==> src/rtl/pic_regs.svh <==
// Purpose: Constants for one programmable interval counter channel.
// Assumes: Control word bits 5..0 carry byte select, mode and decimal select.
// Notes: Definitions only.
`ifndef PIC_REGS_SVH
`define PIC_REGS_SVH

`define PIC_CNT_W 16
`define PIC_CW_BCD_BIT 0
`define PIC_CW_MODE_LO 1
`define PIC_CW_MODE_HI 3
`define PIC_CW_RW_LO 4
`define PIC_CW_RW_HI 5
`define PIC_CW_W 6
`define PIC_CW_RST 6'h00
`define PIC_RW_LSB 2'h1
`define PIC_RW_MSB 2'h2
`define PIC_RW_BOTH 2'h3
`define PIC_RW_LATCH 2'h0
`define PIC_CNT_RST 16'h0000

`endif

==> src/rtl/pic_pkg.sv <==
// Purpose: Types shared by the interval counter channel.
// Assumes: Nothing beyond the constants header.
// Notes: Modes six and seven alias modes two and three.
package pic_pkg;

   typedef enum logic [2:0] {
      PIC_MODE0 = 3'h0,
      PIC_MODE1 = 3'h1,
      PIC_MODE2 = 3'h2,
      PIC_MODE3 = 3'h3,
      PIC_MODE4 = 3'h4,
      PIC_MODE5 = 3'h5
   } pic_mode_t;

   typedef enum logic [2:0] {
      PIC_ST_IDLE = 3'b001,
      PIC_ST_ARMED = 3'b010,
      PIC_ST_RUN = 3'b100
   } pic_st_t;

   typedef struct packed {
      logic stb;
      logic ctrl;
      logic [7:0] data;
   } pic_wr_t;

endpackage

==> src/rtl/pic_counter.sv <==
// Purpose: One 16-bit down-counter channel with modes 0 to 5, gate and output pin.
// Assumes: Host writes arrive on i_clk as one-cycle strobes; count clock and gate are pins.
// Notes: Count clock edges are found by oversampling on i_clk, so it must run well below 25 MHz.
// Overview of operation
// - Mode 2: output high, low for one pulse at count one, reload, period N.
// - Mode 2: gate falling forces output high; trigger reloads on next pulse.
// - Mode 2: after control word and count, load on next pulse, low N later.
// - Mode 2: new count waits for period end unless a trigger reloads it.
// - Mode 3: output high first half of count, low second half, period N.
// - Mode 3: gate falling forces output high at once; trigger reloads next pulse.
// - Mode 3: new count loads on trigger, otherwise at end of half-cycle.
// - Mode 3 even: load, then subtract two; at expiry toggle and reload.
// - Mode 3 odd: first step one when high, three when low, then two.
// - Mode 4: count write starts, one-pulse low strobe on expiry, gate only enables.
// - Mode 4: load pulse does not decrement, strobe N+1 pulses after write.
// - Mode 4: first of two bytes changes nothing; second byte reloads next pulse.
// - Mode 5: trigger loads next pulse, strobe N+1 pulses later, retriggerable.
// - Mode 5: new count waits unless a trigger comes before expiry.
// - Control word write resets control logic and output at once.
// - Gate level sampled each rising pulse edge; enables counting in 0,2,3,4.
// - Gate rising edge sets a capture flop, sampled and cleared at next rise.
// - Loads and decrements happen on the falling count clock edge.
// - Initial count zero means 65536 binary or 10000 decimal.
// - Modes 0,1,4,5 wrap to FFFF or 9999; modes 2,3 reload.
// - Mode 1: trigger starts counting and drives output low after next pulse.
// - Control word holds byte select, three-bit mode and decimal select.
`include "pic_regs.svh"

module pic_counter (
   input wire logic i_clk,
   input wire logic i_rst_b,
   input wire logic i_cnt_clk,
   input wire logic i_gate,
   input wire pic_pkg::pic_wr_t i_wr,
   output logic o_out,
   output logic [`PIC_CNT_W-1:0] o_count
);
   import pic_pkg::*;

   localparam int CW = `PIC_CNT_W;

   // Binary or decimal-coded decrement by one; zero wraps to the top count.
   function automatic logic [CW-1:0] dec1(input logic [CW-1:0] v, input logic bcd);
      logic [CW-1:0] r;
      logic borrow;
      r = v;
      borrow = 1'b1;
      if (bcd) begin
         for (int i = 0; i < CW / 4; i++) begin
            if (borrow) begin
               if (r[i*4 +: 4] == 4'h0) begin
                  r[i*4 +: 4] = 4'h9;
               end else begin
                  r[i*4 +: 4] = r[i*4 +: 4] - 4'h1;
                  borrow = 1'b0;
               end
            end
         end
      end else begin
         r = v - {{(CW-1){1'b0}}, 1'b1};
      end
      return r;
   endfunction

   function automatic logic [CW-1:0] dec_by(input logic [CW-1:0] v, input logic [1:0] step,
                                           input logic bcd);
      logic [CW-1:0] r;
      r = v;
      for (int k = 0; k < 3; k++) begin
         if (k < int'(step)) begin
            r = dec1(r, bcd);
         end
      end
      return r;
   endfunction

   // Modes six and seven behave as two and three.
   function automatic pic_mode_t mode_of(input logic [2:0] m);
      pic_mode_t r;
      if (m[1]) begin
         r = pic_mode_t'({1'b0, m[1:0]});
      end else begin
         r = pic_mode_t'(m);
      end
      return r;
   endfunction

   // Pin synchronisers: bit 0 count clock, bit 1 gate.
   // The count clock and the gate are asynchronous to i_clk, so two stages settle them.
   // The third stage only gives the previous settled level for edge detection.
   logic [1:0] sync1_r;
   logic [1:0] sync2_r;
   logic [1:0] sync3_r;

   always_ff @(posedge i_clk or negedge i_rst_b) begin
      if (!i_rst_b) begin
         sync1_r <= 2'h0;
         sync2_r <= 2'h0;
         sync3_r <= 2'h0;
      end else begin
         sync1_r <= {i_gate, i_cnt_clk};
         sync2_r <= sync1_r;
         sync3_r <= sync2_r;
      end
   end

   wire clk_rise = sync2_r[0] & ~sync3_r[0];
   wire clk_fall = ~sync2_r[0] & sync3_r[0];
   wire gate_lvl = sync2_r[1];
   wire gate_edge = sync2_r[1] & ~sync3_r[1];

   logic [`PIC_CW_W-1:0] cw_r, cw_nxt;
   logic [CW-1:0] cr_r, cr_nxt;
   logic [CW-1:0] ce_r, ce_nxt;
   logic out_r, out_nxt;
   logic byte_hi_r, byte_hi_nxt;
   logic hold_r, hold_nxt;
   pic_st_t st_r, st_nxt;
   logic wpend_r, wpend_nxt;
   logic load_r, load_nxt;
   logic trig_r, trig_nxt;
   logic gate_s_r, gate_s_nxt;
   logic first_r, first_nxt;
   // Parity of the count that the counting element was last loaded with.
   logic odd_r, odd_nxt;

   // Control word fields.
   wire [1:0] rw = cw_r[`PIC_CW_RW_HI:`PIC_CW_RW_LO];
   wire bcd = cw_r[`PIC_CW_BCD_BIT];
   wire pic_mode_t mode = mode_of(cw_r[`PIC_CW_MODE_HI:`PIC_CW_MODE_LO]);
   wire pic_mode_t mode_w = mode_of(i_wr.data[`PIC_CW_MODE_HI:`PIC_CW_MODE_LO]);

   wire periodic = (mode == PIC_MODE2) || (mode == PIC_MODE3);
   wire edge_mode = periodic || (mode == PIC_MODE1) || (mode == PIC_MODE5);
   wire level_mode = periodic || (mode == PIC_MODE0) || (mode == PIC_MODE4);

   // A latch command (byte select zero) is not a mode write and leaves the channel alone.
   wire cw_wr = i_wr.stb & i_wr.ctrl & (i_wr.data[`PIC_CW_RW_HI:`PIC_CW_RW_LO] != `PIC_RW_LATCH);
   wire cnt_wr = i_wr.stb & ~i_wr.ctrl & (rw != `PIC_RW_LATCH);
   wire first_byte = cnt_wr & (rw == `PIC_RW_BOTH) & ~byte_hi_r;
   wire cnt_done = cnt_wr & ~first_byte;

   wire [CW-1:0] cr_wr = (rw == `PIC_RW_LSB) ? {8'h00, i_wr.data} :
                         (rw == `PIC_RW_MSB) ? {i_wr.data, 8'h00} :
                         first_byte ? {cr_r[15:8], i_wr.data} : {i_wr.data, cr_r[7:0]};

   // Level-sensitive modes count only while the gate sampled at the last rise was high.
   // A first byte in mode 0 holds the count until the second byte arrives.
   wire count_en = (level_mode ? gate_s_r : 1'b1) & ~hold_r;
   // A trigger is only taken once a complete count has been written.
   wire trig_take = trig_r & edge_mode & (st_r != PIC_ST_IDLE);
   wire [CW-1:0] ce_dec1 = dec1(ce_r, bcd);
   // The first step after a load follows the parity of the loaded count, not of the
   // holding register, which the host may already have rewritten for the next reload.
   wire [1:0] step3 = (first_r & odd_r) ? (out_r ? 2'h1 : 2'h3) : 2'h2;
   wire [CW-1:0] ce_dec3 = dec_by(ce_r, step3, bcd);
   wire expire3 = (ce_r == {{(CW-2){1'b0}}, step3});
   wire ce_is_one = (ce_r == {{(CW-1){1'b0}}, 1'b1});
   wire ce_dec_zero = (ce_dec1 == `PIC_CNT_RST);

   always_comb begin
      cw_nxt = cw_r;
      cr_nxt = cr_r;
      ce_nxt = ce_r;
      out_nxt = out_r;
      byte_hi_nxt = byte_hi_r;
      hold_nxt = hold_r;
      st_nxt = st_r;
      wpend_nxt = wpend_r;
      load_nxt = load_r;
      gate_s_nxt = gate_s_r;
      first_nxt = first_r;
      odd_nxt = odd_r;
      // The capture flop is set by a gate edge even in the cycle it is sampled.
      trig_nxt = gate_edge | (trig_r & ~clk_rise);
      if (cw_wr) begin
         cw_nxt = i_wr.data[`PIC_CW_W-1:0];
         out_nxt = (mode_w != PIC_MODE0);
         st_nxt = PIC_ST_IDLE;
         byte_hi_nxt = 1'b0;
         hold_nxt = 1'b0;
         wpend_nxt = 1'b0;
         load_nxt = 1'b0;
         first_nxt = 1'b0;
         odd_nxt = 1'b0;
         trig_nxt = gate_edge;
      end else begin
         // A full pulse (rise then fall) must pass before a load takes effect.
         if (clk_rise) begin
            gate_s_nxt = gate_lvl;
            load_nxt = wpend_r | trig_take;
            wpend_nxt = 1'b0;
         end
         if (clk_fall && load_r) begin
            ce_nxt = cr_r;
            st_nxt = PIC_ST_RUN;
            load_nxt = 1'b0;
            first_nxt = 1'b1;
            odd_nxt = cr_r[0];
            out_nxt = (mode != PIC_MODE1) && (mode != PIC_MODE0);
         end else if (clk_fall && (st_r == PIC_ST_RUN) && count_en) begin
            first_nxt = 1'b0;
            case (mode)
               // Modes 0 and 1 raise the output when the count reaches zero and keep
               // wrapping; the output then stays high until a mode 0 control word or count write, or in mode 1 a trigger.
               PIC_MODE0, PIC_MODE1: begin
                  ce_nxt = ce_dec1;
                  if (ce_dec_zero) begin
                     out_nxt = 1'b1;
                  end
               end
               // Modes 4 and 5 strobe low for the single pulse in which the count is zero.
               // The gate never reaches the output here; it only enables counting in mode 4 and triggers a reload in mode 5.
               PIC_MODE4, PIC_MODE5: begin
                  ce_nxt = ce_dec1;
                  out_nxt = ~ce_dec_zero;
               end
               // Mode 2 reloads on the pulse that would take the count from one to zero,
               // so the low pulse spans exactly one count clock and the period stays N.
               PIC_MODE2: begin
                  if (ce_is_one) begin
                     ce_nxt = cr_r;
                     out_nxt = 1'b1;
                  end else begin
                     ce_nxt = ce_dec1;
                     out_nxt = (ce_dec1 != {{(CW-1){1'b0}}, 1'b1});
                  end
               end
               // Mode 3 steps by two; an odd count spends its extra pulse in the high half.
               // Each half ends with a reload, which is where a rewritten count takes over.
               PIC_MODE3: begin
                  if (expire3) begin
                     ce_nxt = cr_r;
                     out_nxt = ~out_r;
                     first_nxt = 1'b1;
                     odd_nxt = cr_r[0];
                  end else begin
                     ce_nxt = ce_dec3;
                  end
               end
               default: begin
                  ce_nxt = ce_r;
               end
            endcase
         end
         if (cnt_wr) begin
            cr_nxt = cr_wr;
            byte_hi_nxt = first_byte;
            if (mode == PIC_MODE0) begin
               out_nxt = 1'b0;
               hold_nxt = first_byte;
            end
            if (cnt_done) begin
               // Once running, periodic modes pick a new count up at reload or on a trigger only.
               if (!periodic || (st_r != PIC_ST_RUN)) begin
                  wpend_nxt = (mode != PIC_MODE1) && (mode != PIC_MODE5);
               end
               if (st_r == PIC_ST_IDLE) begin
                  st_nxt = PIC_ST_ARMED;
               end
            end
         end
         // In the periodic modes a low gate lifts the output at once, whatever else
         // this cycle decided; counting itself stops at the next sampled rise.
         if (periodic && !gate_lvl) begin
            out_nxt = 1'b1;
         end
      end
   end

   // Configuration: control word and count holding register.
   always_ff @(posedge i_clk or negedge i_rst_b) begin
      if (!i_rst_b) begin
         cw_r <= `PIC_CW_RST;
         cr_r <= `PIC_CNT_RST;
      end else begin
         cw_r <= cw_nxt;
         cr_r <= cr_nxt;
      end
   end

   // Counting element and the step selection that follows each load.
   always_ff @(posedge i_clk or negedge i_rst_b) begin
      if (!i_rst_b) begin
         ce_r <= `PIC_CNT_RST;
         first_r <= 1'b0;
         odd_r <= 1'b0;
      end else begin
         ce_r <= ce_nxt;
         first_r <= first_nxt;
         odd_r <= odd_nxt;
      end
   end

   // Output pin register.
   always_ff @(posedge i_clk or negedge i_rst_b) begin
      if (!i_rst_b) begin
         out_r <= 1'b0;
      end else begin
         out_r <= out_nxt;
      end
   end

   // Sequencing: byte pairing, hold, state, pending load and gate capture.
   always_ff @(posedge i_clk or negedge i_rst_b) begin
      if (!i_rst_b) begin
         byte_hi_r <= 1'b0;
         hold_r <= 1'b0;
         st_r <= PIC_ST_IDLE;
         wpend_r <= 1'b0;
         load_r <= 1'b0;
         trig_r <= 1'b0;
         gate_s_r <= 1'b0;
      end else begin
         byte_hi_r <= byte_hi_nxt;
         hold_r <= hold_nxt;
         st_r <= st_nxt;
         wpend_r <= wpend_nxt;
         load_r <= load_nxt;
         trig_r <= trig_nxt;
         gate_s_r <= gate_s_nxt;
      end
   end

   assign o_out = out_r;
   assign o_count = ce_r;

endmodule

==> config.mk <==
export PLATFORM = sky130hd
export DESIGN_NAME = pic_counter
export DESIGN_NICKNAME = d
export VERILOG_FILES = /design/src/rtl/pic_pkg.sv /design/src/rtl/pic_counter.sv
export VERILOG_INCLUDE_DIRS = /design/src /design/src/rtl
export SDC_FILE = /design/constraint.sdc
export NUM_CORES = 1
export LEC_CHECK = 0
export ABC_AREA = 1
export BUFFER_PORTS_ARGS = -buffer_cell sky130_fd_sc_hd__buf_4
export CORE_ASPECT_RATIO = 1.4
export CORE_MARGIN = 2
export CORE_UTILIZATION = 57
export CTS_CLUSTER_DIAMETER = 40
export DETAILED_ROUTE_END_ITERATION = 10
export HOLD_SLACK_MARGIN = 0.02
export PLACE_DENSITY = 0.78
export SLEW_MARGIN = 20
export SYNTH_ARGS = -nofsm -noshare
export SYNTH_HDL_FRONTEND = slang
export SYNTH_SLANG_ARGS = --single-unit
export TNS_END_PERCENT = 10
==> constraint.sdc <==
create_clock -name i_clk -period 3.4 [get_ports i_clk]
set_clock_uncertainty 0.05 [all_clocks]
set_input_delay 0.17 -clock i_clk [delete_from_list [all_inputs] [get_ports i_clk]]
set_output_delay 0.17 -clock i_clk [all_outputs]
set_load 0.05 [all_outputs]
Yosys cells after proc, flatten, opt, wreduce, memory -nomap -nowiden
Index checks and enable logic that the tools add are counted.
- flip-flop bits (word level): 56
- input port bits: 14
- output and inout port bits: 17
- word-level logic and storage cells: 251
- add/subtract/negate cells: 15
- magnitude comparators: 3
- eq/ne operators: 18
- multiplexer cells: 120
- bitwise operators: 28
- reduce and logical (&&, ||, !) cells: 50
- operators with widths (kind ; count):
    two-way mux 16 bit ; 14
    two-way mux 4 bit ; 24
    two-way mux 1 bit ; 71
    logical NOT 4 bit ; 12
    case mux 16 bit (3 select lines) ; 1
    subtractor 16 x 1 -> 16 bit, second input constant ; 3
    subtractor 4 x 1 -> 4 bit, second input constant ; 12
    two-way mux 3 bit ; 7
    nonzero test 3 bit ; 7
    == test 16 x 1 -> 1 bit, second input constant ; 1
    == test 16 x 2 -> 1 bit ; 1
    logical NOT 16 bit ; 1
    inequality test 16 x 1 -> 1 bit, second input constant ; 1
    bitwise AND 1 bit ; 15
    AND reduction 3 bit ; 4
    inverter 1 bit ; 11
    nonzero test 2 bit ; 5
    == test 3 bit, second input constant ; 3
    inequality test 3 x 1 -> 1 bit, second input constant ; 3
    == test 3 x 1 -> 1 bit, second input constant ; 2
    == test 3 x 2 -> 1 bit, second input constant ; 2
    logical AND 1 bit ; 6
    logical OR 1 bit ; 6
    inequality test 3 bit, second input constant ; 2
    13 further kinds ; 20

Logic depth before layout (Yosys ltp)
- word-level depth: 43
- depth in mapped cells: 30
- depth with buffers taken out: 30

Worst setup path after synthesis
OpenSTA, ideal clock, no wires.
- kind: register -> register
- start: register ce_r[0] (netlist: o_count[0])
- end: register ce_r[12] (netlist: o_count[12])
- library setup time: 0.118 ns
- arrival: 3.560 ns
- required time: 3.232 ns
- slack: -0.328 ns
- stages on the path, launching flop included: 29
- path buffers: 0
- period minus slack after synthesis: 3.728 ns
- path through: dfrtp_1 inv_1 ha_1 nand2_2 nor2_1 nor2_1 inv_1 ha_1 nand2_1 nor2_1 nand3_2 nand2_1 inv_1 ha_1 nand2_2 nor2_2 nand3_2 nor2_2 nand2_2 nor2_4 nand2_2 xor2_1 nand2_1 nand3_1 nand2_1 nand2_1 nand2_1 nand2_1 nand2_1
- word-level cells in the longest chain between the ends: 27
- elaborated cells between the ends (all ways): 81
- classes of those cells: add/sub (9); eq/ne (2); mux (61); reduce/logical (9)
- ends and longest elaborated chain (what ; RTL line ; RTL):
    from (decl) ; pic_counter.sv:114 ; logic [CW-1:0] ce_r, ce_nxt;
    from (signal assigned) ; pic_counter.sv:285 ; ce_r <= `PIC_CNT_RST;
    from (signal assigned) ; pic_counter.sv:289 ; ce_r <= ce_nxt;
    branches (longest 24 deep; another with two-way mux 16 bit) ; -- ;
    case mux 16 bit (3 select lines) * ; pic_counter.sv:203 ; case (mode)
    two-way mux 16 bit * ; pic_counter.sv:201 ; end else if (clk_fall && (st_r == PIC_ST_RUN) && count_en) begin
    two-way mux 16 bit * ; pic_counter.sv:194 ; if (clk_fall && load_r) begin
Every way passes the cells marked *. The select of a mux whose other input is x is not followed.
A chain may end at the register's enable or synchronous reset.

Worst setup path in the final report
- start: register ce_r[0] (netlist: o_count[0])
- end: register ce_r[9] (netlist: o_count[9])
- word-level cells in the longest chain between the ends: 24
- elaborated cells between the ends (all ways): 62
- classes of those cells: add/sub (8); eq/ne (2); mux (45); reduce/logical (7)
- ends and longest elaborated chain (what ; RTL line):
    branches (longest 21 deep; another with subtractor 16 x 1 -> 16 bit) ; --
    case mux 16 bit (3 select lines) * ; pic_counter.sv:203
    two-way mux 16 bit * ; pic_counter.sv:201
    two-way mux 16 bit * ; pic_counter.sv:194
Marks and branches as above.

==> flow_summary.toml <==
[run_status]
status = "complete, no violations"

[route]
detail-route-antenna-nets = 0
drt_iter0_markers = 621
vias = 6666
wl_met2_um = 9640
routedWlPerCell_um = 17.8
drt-pass1-iter-count = 5
dr.max_layer_used = "met4"
drc = 0
vias_per_cell = 6.15
routed-wl-met3_um = 1120
finalWirelength_um = 19300
wl_met1_um = 7080

[yosys]
synthXorXnorAreaFrac = 0.0178
yosysWarningCount = 0
yosys.area_share.simple = 0.436
seq_area_frac_synth = 0.259
yosys-mux-area-fraction = 0
syn-num-nets = 913
yosys.area_share.adder = 0.0162
ys.flop_type = "dfrtp_1"
synth_cell_types = 51
synth_edf_count = 0
synth_top_family_by_area = "simple AND/OR/NAND/NOR gates"
avgSynthCellArea_um2 = 6.06
syn_area_um2 = 5410
synth_cells = 892
synth-compound-area-share = 0.170
async_flop_share = 1.00
yosys_register_bits = 56

[worst_setup_path]
max_stage_delay_ns = 0.41
path_common_cell = "nor2_4"
cp_max_fo = 5
crit_buf_inv = 4
end_kind = "flip-flop"
cp_slowest_cell = "dfrtp_2"
cp_top_family = "simple AND/OR/NAND/NOR gates"
crit_type = "flip-flop to flip-flop"
critPathArrivalTime_ns = 3.45
start_kind = "flip-flop"
cp.required_ns = 3.54

[job]
maxCapViolCount = 0

[power_and_ir_drop]
fin_total_pwr_mw = 7.11
clkPwrFrac = 0.076
ir_drop_mv = 0.644
internal-power_mw = 3.06
pwr-share-comb = 0.773
p_sw_mw = 4.06
swShare = 0.571
power.leakage_nw = 3.28
p_per_area_nw_per_um2 = 1070
seqPwrFrac = 0.151

[final_layout]
multiInputGateArea_um2 = 3800
fillCellCount = 792
diodes = 0
synthToLayoutAreaGrowth_pct = 23.5
area.sequential_um2 = 1410
fin_nets = 994
drive_gt1_frac = 0.235

[global_routing]
antenna_found_initial = 0
grt-ovfl-total = 0
grt_pass1_vias = 6144
grt_max_degree = 57
track_usage = 0.371
grt_pass1_wl_um = 30000

[min_path]
hp-class = "input pin to flip-flop"

[sta]
drv_slew = 0
hold_violations = 0
period_minus_slack_ns = 3.31
setup_violations = 0
fmax_ghz = 0.302
slew_headroom = 0.514
worstMarginPinSlew_ns = 0.730
rsz0062_at_grt = "yes"
final.setup.tns_ns = 0
period_share = 0.973
whs_ns = 0.0688

[placed_design]
post-dp-hpwl_um = 14800
numPortBuffers = 30
gp_congestion = 0.994

[floorplan]
die_width_um = 86.3
rows = 42
die_h_um = 119
start_util = 0.578
core_area_um2 = 9350
die-area_um2 = 10300
pin_count = 31

[cts]
path_clk_slew_ns = 0.08
htreeDepth = 2
root_buffer = "clkbuf_16"
cts_made_buffers = 5
clockBufferDepth = 2
cts_tree = "yes"
clkLatencyLatePin_ns = 0.30
numClockSinks = 56
-- cells in the final DEF (no fill, tap or decap), drive strengths merged, types with 7 or more instances in the layout --
cell type,synthesis,routed
nor2,106,106
a21oi,33,33
nand4,14,14
a221oi,12,12
dfrtp,55,55
nor3,7,7
xor2,7,7
buf,5,92
o21ai,78,78
nand3,117,117
nand2,265,265
o211ai,11,11
o22ai,9,9
inv,118,119
ha,7,7
-- flip-flops by register name, summed over array words and instances (netlist names), 2 cells and up --
register  count
sync3_r       2
sync2_r       2
st_r          3
sync1_r       2
o_count      16
cr_r         16
cw_r          6
-- cells by family (layout without fill, tap and decap cells) --
logic type               count (synthesis)  in the layout
buffers and inverters                  141            223
adder cells (fa/ha/maj)                  7              7
XOR/XNOR                                11             11
flip-flops                              56             56
AO/OA/AOI/OAI                          157            157
AND/OR/NAND/NOR                        520            520
-- final timing paths --
kind	from	endpoint	slack, ns	cells after the start
setup / recovery	o_count[0]	o_count[9]	0.09	27
hold / removal	i_wr[6]	cr_r[6]	0.07	3
setup reg to reg	o_count[0]	o_count[9]	0.09	27
hold reg to reg	sync1_r[1]	sync2_r[1]	0.31	0
max in group asynchronous	i_rst_b	cw_r[0]	2.35	2
min in group asynchronous	i_rst_b	o_count[8]	0.41	2
-- power groups by stage --
stage,registers (mW),clock network (mW),logic [mW]
finish,1.07,0.538,5.50
global placement,1.05,0,4.60
floorplan,1.31,0,2.98
CTS,1.05,0.538,4.77
global route,1.08,0.562,5.99
detailed placement,1.06,0,4.69
-- synthesized netlist by cell type (12+ instances only) --
cell type,number,share of area
nand2_1,247,0.17
a21oi_1,32,0.030
dfrtp_1,55,0.25
o21ai_0,68,0.063
nor2_1,89,0.062
inv_1,105,0.073
inv_2,12,0.0083
nand3_1,110,0.10
nor2_2,12,0.014
nand4_1,14,0.016
a221oi_1,12,0.019
clkbuf_1,16,0.011
nand2_2,16,0.019
-- metrics by stage --
step | setup slack [ns] | instance area, um^2 | instances | util
6_report | 0.0905 | 6680 | 1084 | 0.714
5_1_grt | -0.0582 | 6680 | 1084 | 0.714
2_1_floorplan | 0.0168 | 5430 | 892 | -
3_5_place_dp | -0.120 | 6050 | 1058 | 0.647
3_3_place_gp | -0.0305 | 6050 | 1058 | 0.647
4_1_cts | 0.0174 | 6260 | 1070 | 0.670
-- worst min-delay path: cells and delay by family --
| family | cells | cell delay [ns] |
|---|---|---|
| buffers and inverters | 1 | 0.09 |
| AO/OA/AOI/OAI | 1 | 0.06 |
| AND/OR/NAND/NOR | 1 | 0.06 |
-- final cells by class --
type,instances,area share
clock buffers,5,0.0187
clock inverters,3,0.00337
inverters,120,0.0682
multi-input cells,695,0.568
flip-flops and latches,56,0.211
well taps,110,0.0206
repair buffers,95,0.110
-- what timing repair did --
item                                    4_1_cts  5_1_grt
endpoints found under the setup margin        9       12
resized for setup                            10       89
pin swaps                                     3       20
endpoints found under the hold margin        57        0
buffers inserted                              1       14
cloned                                        0        0
hold buffers                                  3        0
-- routing by layer --
| metal | track usage | vias up |
|---|---|---|
| li1 | - | 3116 |
| met1 | 0.438 | 3107 |
| met2 | 0.632 | 344 |
| met3 | 0.0312 | 99 |
| met4 | 0.243 | 0 |
| met5 | 0 | - |
(Power assumes the default switching activity.)
